<file path="config.mk">
export PLATFORM = sky130hd
export DESIGN_NAME = fds_supervisor
export DESIGN_NICKNAME = d
export VERILOG_FILES = /design/src/fds_pkg.sv /design/src/fds_tmr_if.sv /design/src/fds_tmr.sv /design/src/fds_supervisor.sv
export VERILOG_INCLUDE_DIRS = /design/src
export SDC_FILE = /design/constraint.sdc
export NUM_CORES = 1
export LEC_CHECK = 0
export BUFFER_PORTS_ARGS = -buffer_cell sky130_fd_sc_hd__buf_2
export CAP_MARGIN = 20
export CORE_UTILIZATION = 30
export CTS_BUF_LIST = sky130_fd_sc_hd__clkbuf_16
export CTS_CLUSTER_DIAMETER = 200
export DETAILED_ROUTE_END_ITERATION = 10
export SYNTH_ARGS = -nofsm -noshare
export SYNTH_HDL_FRONTEND = slang
export SYNTH_SLANG_ARGS = --single-unit
</file>
<file path="constraint.sdc">
create_clock -name aclk -period 15.9 [get_ports aclk]
set_input_delay 0.795 -clock aclk [delete_from_list [all_inputs] [get_ports aclk]]
set_output_delay 0.795 -clock aclk [all_outputs]
set_load 0.03 [all_outputs]
</file>
<file path="src/fds_consts.svh">
// Constants for the drive fault supervisor: offsets, fields, resets, timing
`ifndef FDS_CONSTS_SVH
`define FDS_CONSTS_SVH

// Timing
`define FDS_CLK_PERIOD_NS      5
`define FDS_NS_PER_MS          1000000
`define FDS_CYC_PER_MS         ((`FDS_NS_PER_MS) / (`FDS_CLK_PERIOD_NS))
`define FDS_SERIAL_TIMEOUT_MS  2000
`define FDS_OPER_STARTUP_MS    5000
`define FDS_LOW_CUR_PCT        25
`define FDS_PCT_FULL           100

// Register offsets (byte addresses)
`define FDS_OFF_CTRL           8'h00
`define FDS_OFF_CTIME          8'h04
`define FDS_OFF_NOLOAD         8'h08
`define FDS_OFF_STATUS         8'h0c
`define FDS_OFF_MASK           8'h10
`define FDS_OFF_CODE           8'h14
`define FDS_OFF_LIVE           8'h18

// Control fields and the code register active bit
`define FDS_CTRL_RUNSRC_LSB    0
`define FDS_CTRL_RUNSRC_MSB    1
`define FDS_CTRL_STOP_LSB      2
`define FDS_CTRL_STOP_MSB      4
`define FDS_CTRL_TOEN          5
`define FDS_CTRL_FRST          8
`define FDS_CODE_ACTIVE        8

// Reset values and setting codes
`define FDS_RUNSRC_RST         2'h0
`define FDS_STOP_RST           3'h0
`define FDS_TOEN_RST           1'h0
`define FDS_CTIME_RST          16'h03e8
`define FDS_NOLOAD_RST         16'h0000
`define FDS_RUNSRC_OPER        2'h0
`define FDS_STOP_MAX           3'h2
`define FDS_TOEN_ON            1'h1

// Fault bit positions; fault code is bit position plus one
`define FDS_F_OPT              0
`define FDS_F_TERM_LSB         1
`define FDS_F_TERM_MSB         5
`define FDS_F_OPER_DISC        6
`define FDS_F_SER              7
`define FDS_F_BUS              8
`define FDS_F_CTR              9
`define FDS_F_BRK              10
`define FDS_F_RUN              11
`define FDS_F_OPS              12
`define FDS_F_RAM              13
`define FDS_NFAULT             14

// AXI responses
`define FDS_RESP_OKAY          2'h0
`define FDS_RESP_SLVERR        2'h2

`endif

</file>
<file path="src/fds_pkg.sv">
// Types shared by the drive fault supervisor
`include "fds_consts.svh"
package fds_pkg;
   typedef logic [`FDS_NFAULT-1:0] fds_fault_t;
   typedef logic [7:0]             fds_code_t;
   typedef enum logic [1:0] {
      OPS_WAIT,
      OPS_LINKED,
      OPS_TIMED_OUT
   } fds_opst_e;
endpackage

</file>
<file path="src/fds_tmr_if.sv">
// Carrier between the supervisor and its millisecond timers
`timescale 1ns/10ps
interface fds_tmr_if #(parameter int W = 16);
   logic         run;
   logic [W-1:0] limit;
   logic         tick;
   logic         expired;
   modport ctl (output run, output limit, output tick, input expired);
   modport tmr (input run, input limit, input tick, output expired);
endinterface // fds_tmr_if

</file>
<file path="src/fds_tmr.sv">
// Millisecond timeout counter, cleared whenever run drops
`timescale 1ns/10ps
module fds_tmr #(
   parameter int W = 16
) (
   // Clock and reset
   input wire logic aclk,
   input wire logic aresetn,
   // Control
   fds_tmr_if.tmr   t
);
   logic [W-1:0] cnt_q;
   logic         exp_q;

   if (W < 1) begin : g_bad_w
      $error("fds_tmr: W must be at least 1");
   end

   // Saturates at the limit so a held condition keeps the flag up
   always_ff @(posedge aclk) begin
      if (!aresetn) begin
         cnt_q <= '0;
      end else if (!t.run) begin
         cnt_q <= '0;
      end else if (t.tick && (cnt_q < t.limit)) begin
         cnt_q <= cnt_q + 1'b1;
      end
   end

   always_ff @(posedge aclk) begin
      if (!aresetn) begin
         exp_q <= 1'b0;
      end else begin
         exp_q <= t.run && (cnt_q >= t.limit);
      end
   end

   assign t.expired = exp_q;
endmodule // fds_tmr

</file>
<file path="src/fds_supervisor.sv">
// Drive fault supervisor: fault detection, latching and AXI4-Lite registers
//
// Contract
// - Option board external fault input raises its own fault code.
// - Each of five multi-function terminals raises its own external fault.
// - Operator removed while run source selects operator raises disconnect fault.
// - No good serial control data for two seconds raises serial fault.
// - Serial check active only with stop method 0 to 2 and timeout on.
// - No contactor answer within the set answer time raises sequence fault one.
// - Current below 25% of no-load at brake opening raises fault two.
// - Current below 25% of no-load while running raises fault three.
// - Operator link not up within 5 s of power-up raises fault.
// - External RAM fault raises its own fault code.
`timescale 1ns/10ps
`include "fds_consts.svh"
module fds_supervisor #(
   parameter int ADDR_W        = 8,
   parameter int CYC_PER_MS    = `FDS_CYC_PER_MS,
   parameter int SER_TIMEOUT_MS = `FDS_SERIAL_TIMEOUT_MS,
   parameter int OPS_TIMEOUT_MS = `FDS_OPER_STARTUP_MS
) (
   // Clock and reset
   input  wire logic              aclk,
   input  wire logic              aresetn,
   // AXI4-Lite write
   input  wire logic [ADDR_W-1:0] s_axi_awaddr,
   input  wire logic              s_axi_awvalid,
   output logic                   s_axi_awready,
   input  wire logic [31:0]       s_axi_wdata,
   input  wire logic [3:0]        s_axi_wstrb,
   input  wire logic              s_axi_wvalid,
   output logic                   s_axi_wready,
   output logic [1:0]             s_axi_bresp,
   output logic                   s_axi_bvalid,
   input  wire logic              s_axi_bready,
   // AXI4-Lite read
   input  wire logic [ADDR_W-1:0] s_axi_araddr,
   input  wire logic              s_axi_arvalid,
   output logic                   s_axi_arready,
   output logic [31:0]            s_axi_rdata,
   output logic [1:0]             s_axi_rresp,
   output logic                   s_axi_rvalid,
   input  wire logic              s_axi_rready,
   // External fault sources
   input  wire logic              option_external_fault,
   input  wire logic              multi_input_3,
   input  wire logic              multi_input_4,
   input  wire logic              multi_input_5,
   input  wire logic              multi_input_6,
   input  wire logic              multi_input_7,
   input  wire logic              ext_ram_fault,
   // Links
   input  wire logic              operator_present,
   input  wire logic              operator_link_ok,
   input  wire logic              serial_rx_good,
   input  wire logic              option_link_up,
   // Contactor and motor
   input  wire logic              contactor_close_cmd,
   input  wire logic              contactor_answer,
   input  wire logic              brake_open,
   input  wire logic              motor_running,
   input  wire logic [15:0]       output_current,
   // Fault outputs
   output fds_pkg::fds_code_t     fault_code,
   output logic                   fault_active,
   output logic                   irq
);
   import fds_pkg::*;

   if (ADDR_W < 8 || CYC_PER_MS < 1 || SER_TIMEOUT_MS >= 65536 ||
       OPS_TIMEOUT_MS >= 65536) begin : g_bad_par
      $error("fds_supervisor: parameter out of range");
   end

   // Settings and interrupt state
   logic [1:0]  runsrc_q;
   logic [2:0]  stop_q;
   logic        toen_q;
   logic [15:0] ctime_q;
   logic [15:0] noload_q;
   fds_fault_t  status_q;
   fds_fault_t  mask_q;
   fds_code_t   code_q;
   logic        active_q;
   logic        irq_q;
   logic        opt_est_q;
   fds_opst_e   ops_q;

   // Bus state
   logic              awrdy_q, wrdy_q, aw_full_q, w_full_q;
   logic              bvalid_q, arrdy_q, rvalid_q;
   logic [1:0]        bresp_q, rresp_q;
   logic [31:0]       rdata_q, wdata_q;
   logic [3:0]        wstrb_q;
   logic [ADDR_W-1:0] awaddr_q;

   logic [31:0] ms_cnt_q;
   logic        tick_q;

   fds_fault_t  cond;
   logic [4:0]  term;
   logic        cur_low, ser_en;
   logic        wr_fire, wr_hit, rd_hit, frst;
   logic [31:0] wr_old, rd_word, wr_mrg, bmask;
   fds_fault_t  w1c;

   fds_tmr_if #(.W(16)) tif[3] ();

   for (genvar g = 0; g < 3; g++) begin : g_tmr
      fds_tmr #(.W(16)) u_tmr (
         .aclk    (aclk),
         .aresetn (aresetn),
         .t       (tif[g].tmr)
      );
      assign tif[g].tick = tick_q;
   end

   // Millisecond prescaler keeps the timers narrow
   always_ff @(posedge aclk) begin
      if (!aresetn) begin
         ms_cnt_q <= 32'h0;
         tick_q   <= 1'b0;
      end else if (ms_cnt_q == 32'(CYC_PER_MS - 1)) begin
         ms_cnt_q <= 32'h0;
         tick_q   <= 1'b1;
      end else begin
         ms_cnt_q <= ms_cnt_q + 32'h1;
         tick_q   <= 1'b0;
      end
   end

   // Timer 0: serial link, restarted by every good frame
   assign ser_en = (stop_q <= `FDS_STOP_MAX) && (toen_q == `FDS_TOEN_ON);
   assign tif[0].run   = ser_en && !serial_rx_good;
   assign tif[0].limit = 16'(SER_TIMEOUT_MS);
   // Timer 1: contactor answer-back
   assign tif[1].run   = contactor_close_cmd && !contactor_answer;
   assign tif[1].limit = ctime_q;
   // Timer 2: operator link after power-up
   assign tif[2].run   = (ops_q == OPS_WAIT);
   assign tif[2].limit = 16'(OPS_TIMEOUT_MS);

   always_ff @(posedge aclk) begin
      if (!aresetn) begin
         ops_q <= OPS_WAIT;
      end else begin
         case (ops_q)
            OPS_WAIT: begin
               if (operator_link_ok) begin
                  ops_q <= OPS_LINKED;
               end else if (tif[2].expired) begin
                  ops_q <= OPS_TIMED_OUT;
               end
            end
            OPS_LINKED:    ops_q <= OPS_LINKED;
            OPS_TIMED_OUT: ops_q <= OPS_TIMED_OUT;
            default:       ops_q <= OPS_WAIT;
         endcase
      end
   end

   // A drop before the first connection is not a fault
   always_ff @(posedge aclk) begin
      if (!aresetn) begin
         opt_est_q <= 1'b0;
      end else if (option_link_up) begin
         opt_est_q <= 1'b1;
      end
   end

   assign term = {multi_input_7, multi_input_6, multi_input_5,
                  multi_input_4, multi_input_3};
   assign cur_low = (32'(output_current) * `FDS_PCT_FULL) <
                    (32'(noload_q) * `FDS_LOW_CUR_PCT);

   always_comb begin
      cond = '0;
      cond[`FDS_F_OPT] = option_external_fault;
      cond[`FDS_F_TERM_MSB:`FDS_F_TERM_LSB] = term;
      cond[`FDS_F_OPER_DISC] = !operator_present && (runsrc_q == `FDS_RUNSRC_OPER);
      // Gated so a flag still up from before the check was switched off is ignored
      cond[`FDS_F_SER] = tif[0].expired && ser_en;
      cond[`FDS_F_BUS] = opt_est_q && !option_link_up;
      cond[`FDS_F_CTR] = tif[1].expired;
      cond[`FDS_F_BRK] = brake_open && cur_low;
      cond[`FDS_F_RUN] = motor_running && cur_low;
      cond[`FDS_F_OPS] = (ops_q == OPS_TIMED_OUT);
      cond[`FDS_F_RAM] = ext_ram_fault;
   end

   // Sticky status: a condition present in the clearing cycle wins
   for (genvar i = 0; i < `FDS_NFAULT; i++) begin : g_stat
      always_ff @(posedge aclk) begin
         if (!aresetn) begin
            status_q[i] <= 1'b0;
         end else begin
            status_q[i] <= cond[i] | (status_q[i] & ~w1c[i]);
         end
      end
   end

   always_ff @(posedge aclk) begin
      if (!aresetn) begin
         irq_q <= 1'b0;
      end else begin
         irq_q <= |(status_q & mask_q);
      end
   end

   function automatic fds_code_t first_code(input fds_fault_t f);
      fds_code_t c;
      c = 8'h00;
      for (int k = `FDS_NFAULT - 1; k >= 0; k--) begin
         if (f[k]) begin
            c = 8'(k + 1);
         end
      end
      return c;
   endfunction

   // Only the first fault is kept so the display shows the root cause
   always_ff @(posedge aclk) begin
      if (!aresetn) begin
         code_q   <= 8'h00;
         active_q <= 1'b0;
      end else if (frst) begin
         code_q   <= first_code(cond);
         active_q <= |cond;
      end else if (!active_q && |cond) begin
         code_q   <= first_code(cond);
         active_q <= 1'b1;
      end
   end

   // Write channel: address and data taken in either order
   assign wr_fire = aw_full_q && w_full_q && !bvalid_q;

   always_ff @(posedge aclk) begin
      if (!aresetn) begin
         awrdy_q   <= 1'b0;
         aw_full_q <= 1'b0;
         awaddr_q  <= '0;
      end else if (s_axi_awvalid && awrdy_q) begin
         awrdy_q   <= 1'b0;
         aw_full_q <= 1'b1;
         awaddr_q  <= s_axi_awaddr;
      end else if (wr_fire) begin
         aw_full_q <= 1'b0;
      end else begin
         awrdy_q   <= !aw_full_q && !bvalid_q;
      end
   end

   always_ff @(posedge aclk) begin
      if (!aresetn) begin
         wrdy_q   <= 1'b0;
         w_full_q <= 1'b0;
         wdata_q  <= 32'h0;
         wstrb_q  <= 4'h0;
      end else if (s_axi_wvalid && wrdy_q) begin
         wrdy_q   <= 1'b0;
         w_full_q <= 1'b1;
         wdata_q  <= s_axi_wdata;
         wstrb_q  <= s_axi_wstrb;
      end else if (wr_fire) begin
         w_full_q <= 1'b0;
      end else begin
         wrdy_q   <= !w_full_q && !bvalid_q;
      end
   end

   always_ff @(posedge aclk) begin
      if (!aresetn) begin
         bvalid_q <= 1'b0;
         bresp_q  <= `FDS_RESP_OKAY;
      end else if (wr_fire) begin
         bvalid_q <= 1'b1;
         bresp_q  <= wr_hit ? `FDS_RESP_OKAY : `FDS_RESP_SLVERR;
      end else if (s_axi_bready) begin
         bvalid_q <= 1'b0;
      end
   end

   assign bmask = {{8{wstrb_q[3]}}, {8{wstrb_q[2]}}, {8{wstrb_q[1]}}, {8{wstrb_q[0]}}};
   assign wr_mrg = (wr_old & ~bmask) | (wdata_q & bmask);
   assign frst = wr_fire && (awaddr_q[7:0] == `FDS_OFF_CTRL) && wr_mrg[`FDS_CTRL_FRST];
   assign w1c = (wr_fire && awaddr_q[7:0] == `FDS_OFF_STATUS) ?
                `FDS_NFAULT'(wdata_q & bmask) : '0;

   always_comb begin
      wr_hit = 1'b1;
      wr_old = 32'h0;
      case (awaddr_q[7:0])
         `FDS_OFF_CTRL:   wr_old = {26'h0, toen_q, stop_q, runsrc_q};
         `FDS_OFF_CTIME:  wr_old = {16'h0, ctime_q};
         `FDS_OFF_NOLOAD: wr_old = {16'h0, noload_q};
         `FDS_OFF_MASK:   wr_old = {18'h0, mask_q};
         `FDS_OFF_STATUS: wr_old = 32'h0;
         default:         wr_hit = 1'b0;
      endcase
   end

   always_ff @(posedge aclk) begin
      if (!aresetn) begin
         runsrc_q <= `FDS_RUNSRC_RST;
         stop_q   <= `FDS_STOP_RST;
         toen_q   <= `FDS_TOEN_RST;
      end else if (wr_fire && awaddr_q[7:0] == `FDS_OFF_CTRL) begin
         runsrc_q <= wr_mrg[`FDS_CTRL_RUNSRC_MSB:`FDS_CTRL_RUNSRC_LSB];
         stop_q   <= wr_mrg[`FDS_CTRL_STOP_MSB:`FDS_CTRL_STOP_LSB];
         toen_q   <= wr_mrg[`FDS_CTRL_TOEN];
      end
   end

   always_ff @(posedge aclk) begin
      if (!aresetn) begin
         ctime_q  <= `FDS_CTIME_RST;
         noload_q <= `FDS_NOLOAD_RST;
         mask_q   <= '0;
      end else if (wr_fire) begin
         if (awaddr_q[7:0] == `FDS_OFF_CTIME) begin
            ctime_q <= wr_mrg[15:0];
         end
         if (awaddr_q[7:0] == `FDS_OFF_NOLOAD) begin
            noload_q <= wr_mrg[15:0];
         end
         if (awaddr_q[7:0] == `FDS_OFF_MASK) begin
            mask_q <= wr_mrg[`FDS_NFAULT-1:0];
         end
      end
   end

   // Read channel: one read in flight; data answered the cycle after address
   always_comb begin
      rd_hit  = 1'b1;
      rd_word = 32'h0;
      case (s_axi_araddr[7:0])
         `FDS_OFF_CTRL:   rd_word = {26'h0, toen_q, stop_q, runsrc_q};
         `FDS_OFF_CTIME:  rd_word = {16'h0, ctime_q};
         `FDS_OFF_NOLOAD: rd_word = {16'h0, noload_q};
         `FDS_OFF_STATUS: rd_word = {18'h0, status_q};
         `FDS_OFF_MASK:   rd_word = {18'h0, mask_q};
         `FDS_OFF_CODE:   rd_word = {23'h0, active_q, code_q};
         `FDS_OFF_LIVE:   rd_word = {18'h0, cond};
         default:         rd_hit  = 1'b0;
      endcase
   end

   always_ff @(posedge aclk) begin
      if (!aresetn) begin
         arrdy_q  <= 1'b0;
         rvalid_q <= 1'b0;
         rdata_q  <= 32'h0;
         rresp_q  <= `FDS_RESP_OKAY;
      end else if (s_axi_arvalid && arrdy_q) begin
         arrdy_q  <= 1'b0;
         rvalid_q <= 1'b1;
         rdata_q  <= rd_word;
         rresp_q  <= rd_hit ? `FDS_RESP_OKAY : `FDS_RESP_SLVERR;
      end else if (rvalid_q) begin
         rvalid_q <= !s_axi_rready;
      end else begin
         arrdy_q  <= 1'b1;
      end
   end

   assign s_axi_awready = awrdy_q;
   assign s_axi_wready  = wrdy_q;
   assign s_axi_bvalid  = bvalid_q;
   assign s_axi_bresp   = bresp_q;
   assign s_axi_arready = arrdy_q;
   assign s_axi_rvalid  = rvalid_q;
   assign s_axi_rdata   = rdata_q;
   assign s_axi_rresp   = rresp_q;
   assign fault_code    = code_q;
   assign fault_active  = active_q;
   assign irq           = irq_q;
endmodule // fds_supervisor

</file>
After elaboration in Yosys (flattened, before gate mapping)
Index checks and enable logic that the tools add are counted.

storage, ports and cells
  output and inout bits = 51
  bits in registers = 232

cells by class
  multipliers = 2
  reduce and logical (&&, ||, !) cells = 56
  equal/unequal tests = 14
  bitwise operators = 48
  mux-type cells = 36
  magnitude comparators = 8
  add/sub/neg operators = 4

operator list
  operator               count
  $mux 8                 15
  $pmux 16 s7            1
  $pmux 16 s4            1
  $add 16x1->16 const B  3
  $mul 16x5->21 const B  2
  $add 32x1->32 const B  1
  $and 16x16->16         2
  $eq 32x18->1 const B   1
  $eq 8x4->1 const B     4
  $eq 8x5->1 const B     4
  $reduce_or 14->1       2
  $logic_and 1x1->1      25
  $lt 23x21->1           1
  $eq 8x3->1 const B     2
  $ge 16x11->1 const B   1
  $ge 16x13->1 const B   1
  $ge 16x16->1           1
  $logic_not 8->1        2
  $lt 16x11->1 const B   1
  $lt 16x13->1 const B   1
  $lt 16x16->1           1
  $not 16->16            1
  $or 16x16->16          1
  $not 1->1              15
  other kinds (19)       79

Logic depth before layout (Yosys ltp)
  word-level depth = 17
  gate-level depth with buffers = 24
  gate-level depth less buffers = 24

Cells and area by module
From an unflattened synthesis, not the netlist that was laid out.

unflattened totals
  cells, all modules = 1818
  area total of the unflattened synthesis = 14742.9 sq um

modules (own cells, without submodules)
  module          times used  seq. area each (sq um)  area each (sq um)  cells an instance
  fds_supervisor  1           3183.1                  11083.1            1347
  fds_tmr         3           340.3                   1219.9             157

Worst setup path after synthesis
Ideal clock, no wire load.

  path type = register to register
  start point = reg noload_q[3]
  end point = reg code_q[3] (netlist: fault_code[3])
  setup time = 70 ps
  arrival = 5537 ps
  path slack = 10293 ps
  data required time = 15830 ps
  path buffers = 0
  cell stages (with the launch flop) = 23
  cell sequence = dfxtp_1 ha_1 ha_1 fa_1 ha_1 nor2b_1 o21ai_0 a21oi_1 o21ai_0 a211oi_1 o31ai_1 o21bai_1 a21oi_1 xor2_1 ha_1 a2111oi_0 o21ai_0 a22oi_1 nand3_1 nor4_2 nor4_1 or4_1 a21oi_1

on the way
  word-level cells in the longest chain between the ends = 17
  elaborated cells between the ends (all ways) = 21
  classes of those cells = mul (1); order compare (1); mux (14); reduce/logical (5)

RTL lines
  element                    RTL line               text
  start, declared            fds_supervisor.sv:80   logic [15:0] noload_q;
  start signal, assigned     fds_supervisor.sv:318  noload_q <= `FDS_NOLOAD_RST;
  start signal, assigned     fds_supervisor.sv:325  noload_q <= wr_mrg[15:0];
  $mul 16x5->21 (no line) *  -
  $lt 23x21->1 *             fds_supervisor.sv:173  assign cur_low = (32'(output_current) * `FDS_PCT_FULL) <
  $logic_and 1x1->1          fds_supervisor.sv:186  cond[`FDS_F_RUN] = motor_running && cur_low;
  $mux 8 (12 in series)      fds_supervisor.sv:214  if (f[k]) begin
  $mux 8                     fds_supervisor.sv:229  end else if (!active_q && |cond) begin
  $mux 8                     fds_supervisor.sv:226  end else if (frst) begin
  end signal, assigned       fds_supervisor.sv:227  code_q <= first_code(cond);
  end signal, assigned       fds_supervisor.sv:230  code_q <= first_code(cond);
  end, declared              fds_supervisor.sv:83   fds_code_t code_q;

Mark *: on every way between the ends. The rest lies on a longest branch, timed or not. The select of a mux whose other input is x is not followed.
A chain may end at the register's enable or synchronous reset.

Worst setup path in the final report
  start point = reg noload_q[3]
  end point = reg code_q[0] (netlist: fault_code[0])

The elaborated chain is that of the path after synthesis.

==> impl_metrics.json <==
{
  "wl_per_cell_um": 15.8,
  "start_kind": "flip-flop",
  "post-cts-setup-buffers": 0,
  "max_freq_mhz": 136,
  "area_growth_pct": 13.8,
  "hold_depth": 2,
  "reg2reg_depth": 22,
  "wl_um": 37000,
  "reg2reg_slack_ns": 8.55,
  "rsz0062_at_grt": "no",
  "power_mw": 1.38,
  "post_cts_resized": 0,
  "timing.final.crit_period_ns": 7.35,
  "endpoint": "fault_code[0]",
  "grt_pass1_wl_um": 58900,
  "final_util": 0.345,
  "final_cell_area_sq_mm": 0.0152,
  "slew_violations": 0,
  "cp_max_fo": 7,
  "regToRegEndpoint": "fault_code[0]",
  "place.gp.congestion": 0.920,
  "synth.largest_area_cell": "dfxtp_1",
  "crit_required_ns": 16.31,
  "grt_pass1_vias": 11500,
  "ys_ff_latch": 210,
  "synthAdderAreaFrac": 0.169,
  "slew_headroom": 0.279,
  "synth.cell_area_sq_mm": 0.0134,
  "dpl.hpwl_um": 27800,
  "dp_cells": 2301,
  "power.density_mw_per_mm2": 90.4,
  "synth-compound-area-share": 0.166,
  "antenna_found_initial": 3,
  "yosysTopAreaCellShare": 0.314,
  "io_buffers": 100,
  "ys_warn_count": 0,
  "num_vias": 11800,
  "dpl_cell_area_sq_mm": 0.0144,
  "num_io_pins": 141,
  "dr.pass1.iters": 6,
  "dieArea_sq_mm": 0.0455,
  "row_count": 77,
  "clock-sinks": 210,
  "synthCells": 1656,
  "syn_area_per_cell_sq_um": 8.09,
  "crit_path_start": "noload_q[3]",
  "synthFlopType": "dfxtp_1",
  "cts_tree": "built",
  "min_path_type": "flip-flop to flip-flop",
  "fin_hold_ws_ns": 0.423,
  "cts_hold_buffers": 0,
  "grt_max_degree": 85,
  "htreeDepth": 1,
  "cts_buffers": 23,
  "leakage_nw": 6.36,
  "cts_buffer_depth": 3,
  "avgViaCountPerCell": 5.02,
  "post-route-worst-setup-slack_ns": 8.55,
  "drtIter0Drc": 872,
  "final_nets": 1994,
  "core_sq_mm": 0.0441,
  "synthSimpleGateAreaFrac": 0.207,
  "place_ws_ns": 8.76,
  "start_util": 0.304,
  "clock_latency_ns": 0.52,
  "crit_arrival_ns": 7.76,
  "fin_crit_sh": 0.463,
  "gr-total-overflow": 0,
  "critPathCaptureType": "flip-flop",
  "ys_top_cells_by_area": "dfxtp_1, ha_1, nand2_1",
  "cap_violations": 0,
  "tightest_slew_ns": 1.07,
  "ys_seq_area_frac": 0.314,
  "drc": 0,
  "die_w_um": 213,
  "critical_path_class": "flip-flop to flip-flop",
  "hold_viol": 0,
  "drive_above_1_share": 0.0987,
  "status": "complete, no violations",
  "synthArstFlopShare": 0,
  "yosys-top-cells-count": "dfxtp_1, nand2_1, nor2_1, inv_1, ha_1",
  "synth_top_family_by_area": "simple AND/OR/NAND/NOR gates",
  "clk_pin_slew_ns": 0.06,
  "finalNonFillerCells": 2345,
  "reg2reg_from": "noload_q[3]",
  "skew_ns": 0.00893,
  "root_buffer": "clkbuf_16",
  "fill_cells": 4675,
  "synth.distinct_cells": 69,
  "yosysMostFrequentCell": "dfxtp_1",
  "synth_edf_count": 0,
  "fin_tns_setup_ns": 0,
  "synth_xor_area_frac": 0.0451,
  "grt.total_usage": 0.162,
  "antenna_left": 0,
  "vdd_drop_max_mv": 0.0876,
  "synthMuxAreaShare": 0.0232,
  "fp.dieH_um": 213,
  "finalSetupViolCount": 0
}
-- cells in the final DEF, fill, tap and decap left out, drive strengths merged, types with 17 or more instances in the layout --
cell    instances
a211oi         27
a21o           19
a21oi         144
a222oi         17
a22oi          33
and3           19
buf           115
clkbuf         23
conb           22
dfxtp         210
fa             22
ha            146
inv           159
mux2i          31
nand2         209
nand3          33
nand4          27
nor2          167
nor3           22
nor4           32
o21ai          39
or3            31
xnor2          27
xor2           42
-- layout make-up --
class	instances	area, sq um	share of cell area
Clock buffer	23	576	0.0378
Multi-Input combinational cell	1227	8280	0.543
Clock inverter	18	218	0.0143
Timing Repair Buffer	115	626	0.0410
Sequential cell	210	4200	0.276
Antenna cell	1	2.50	0.000164
Tap cell	592	741	0.0486
Inverter	159	598	0.0392
-- where the power goes --
group,internal [mW],switching [mW],total (mW)
Combinational,0.104,0.156,0.259
Clock,0.345,0.228,0.573
Sequential,0.536,0.0108,0.546
-- worst max-delay path: stages (launching register included) --
cell and delay (ns):
dfxtp_1 0.58, ha_1 0.32, ha_1 0.31, fa_1 0.47
ha_1 0.34, nor2b_1 0.14, o21ai_0 0.23, a21oi_1 0.12
o21ai_0 0.35, a211oi_1 0.16, o31ai_1 0.49, o21bai_1 0.11
a21oi_1 0.19, xor2_1 0.17, ha_1 0.26, a2111oi_0 0.39
o21ai_0 0.15, a22oi_1 0.16, nand3_1 0.20, nor4_2 0.95
o21ai_0 0.59, a21o_1 0.30, a221oi_1 0.26
-- cell families after synthesis --
logic type | after synthesis
XOR/XNOR | 69
buffers and inverters | 240
AO/OA/AOI/OAI | 344
flip-flops | 210
adder cells (fa/ha/maj) | 168
multiplexers | 31
AND/OR/NAND/NOR | 593
other | 1
-- how the worst min path moves through the flow --
stage | from | slack (ns) | end
2_1_floorplan | g_tmr[2].u_tmr.cnt_q[14] | 0.40 | g_tmr[2].u_tmr.cnt_q[14]
3_3_place_gp | g_tmr[2].u_tmr.cnt_q[14] | 0.41 | g_tmr[2].u_tmr.cnt_q[14]
3_5_place_dp | g_tmr[2].u_tmr.cnt_q[14] | 0.42 | g_tmr[2].u_tmr.cnt_q[14]
4_1_cts | g_tmr[2].u_tmr.cnt_q[14] | 0.42 | g_tmr[2].u_tmr.cnt_q[14]
5_1_grt | g_tmr[0].u_tmr.cnt_q[13] | 0.44 | g_tmr[0].u_tmr.cnt_q[13]
6_report | g_tmr[2].u_tmr.cnt_q[14] | 0.42 | g_tmr[2].u_tmr.cnt_q[14]
-- layer usage --
layer	GRT usage	share of wire	vias to the layer above
met5	0	0.00054	-
met4	0.0766	0.043	4
met3	0.0293	0.071	81
met2	0.279	0.47	360
met1	0.194	0.42	5442
li1	-	-	5884
-- registers in the layout (all words and copies together), names as in the netlist, 2 cells and up --
name and count:
mask_q 14, fault_code 4, ops_q 2, g_tmr.u_tmr.cnt_q 48
s_axi_rdata 16, stop_q 3, ctime_q 16, wdata_q 16
noload_q 16, ms_cnt_q 32, status_q 14, runsrc_q 2
g_tmr.u_tmr.t.expired 3, wstrb_q 2, awaddr_q 8
No activity file was read; power rests on OpenSTA's default activity.
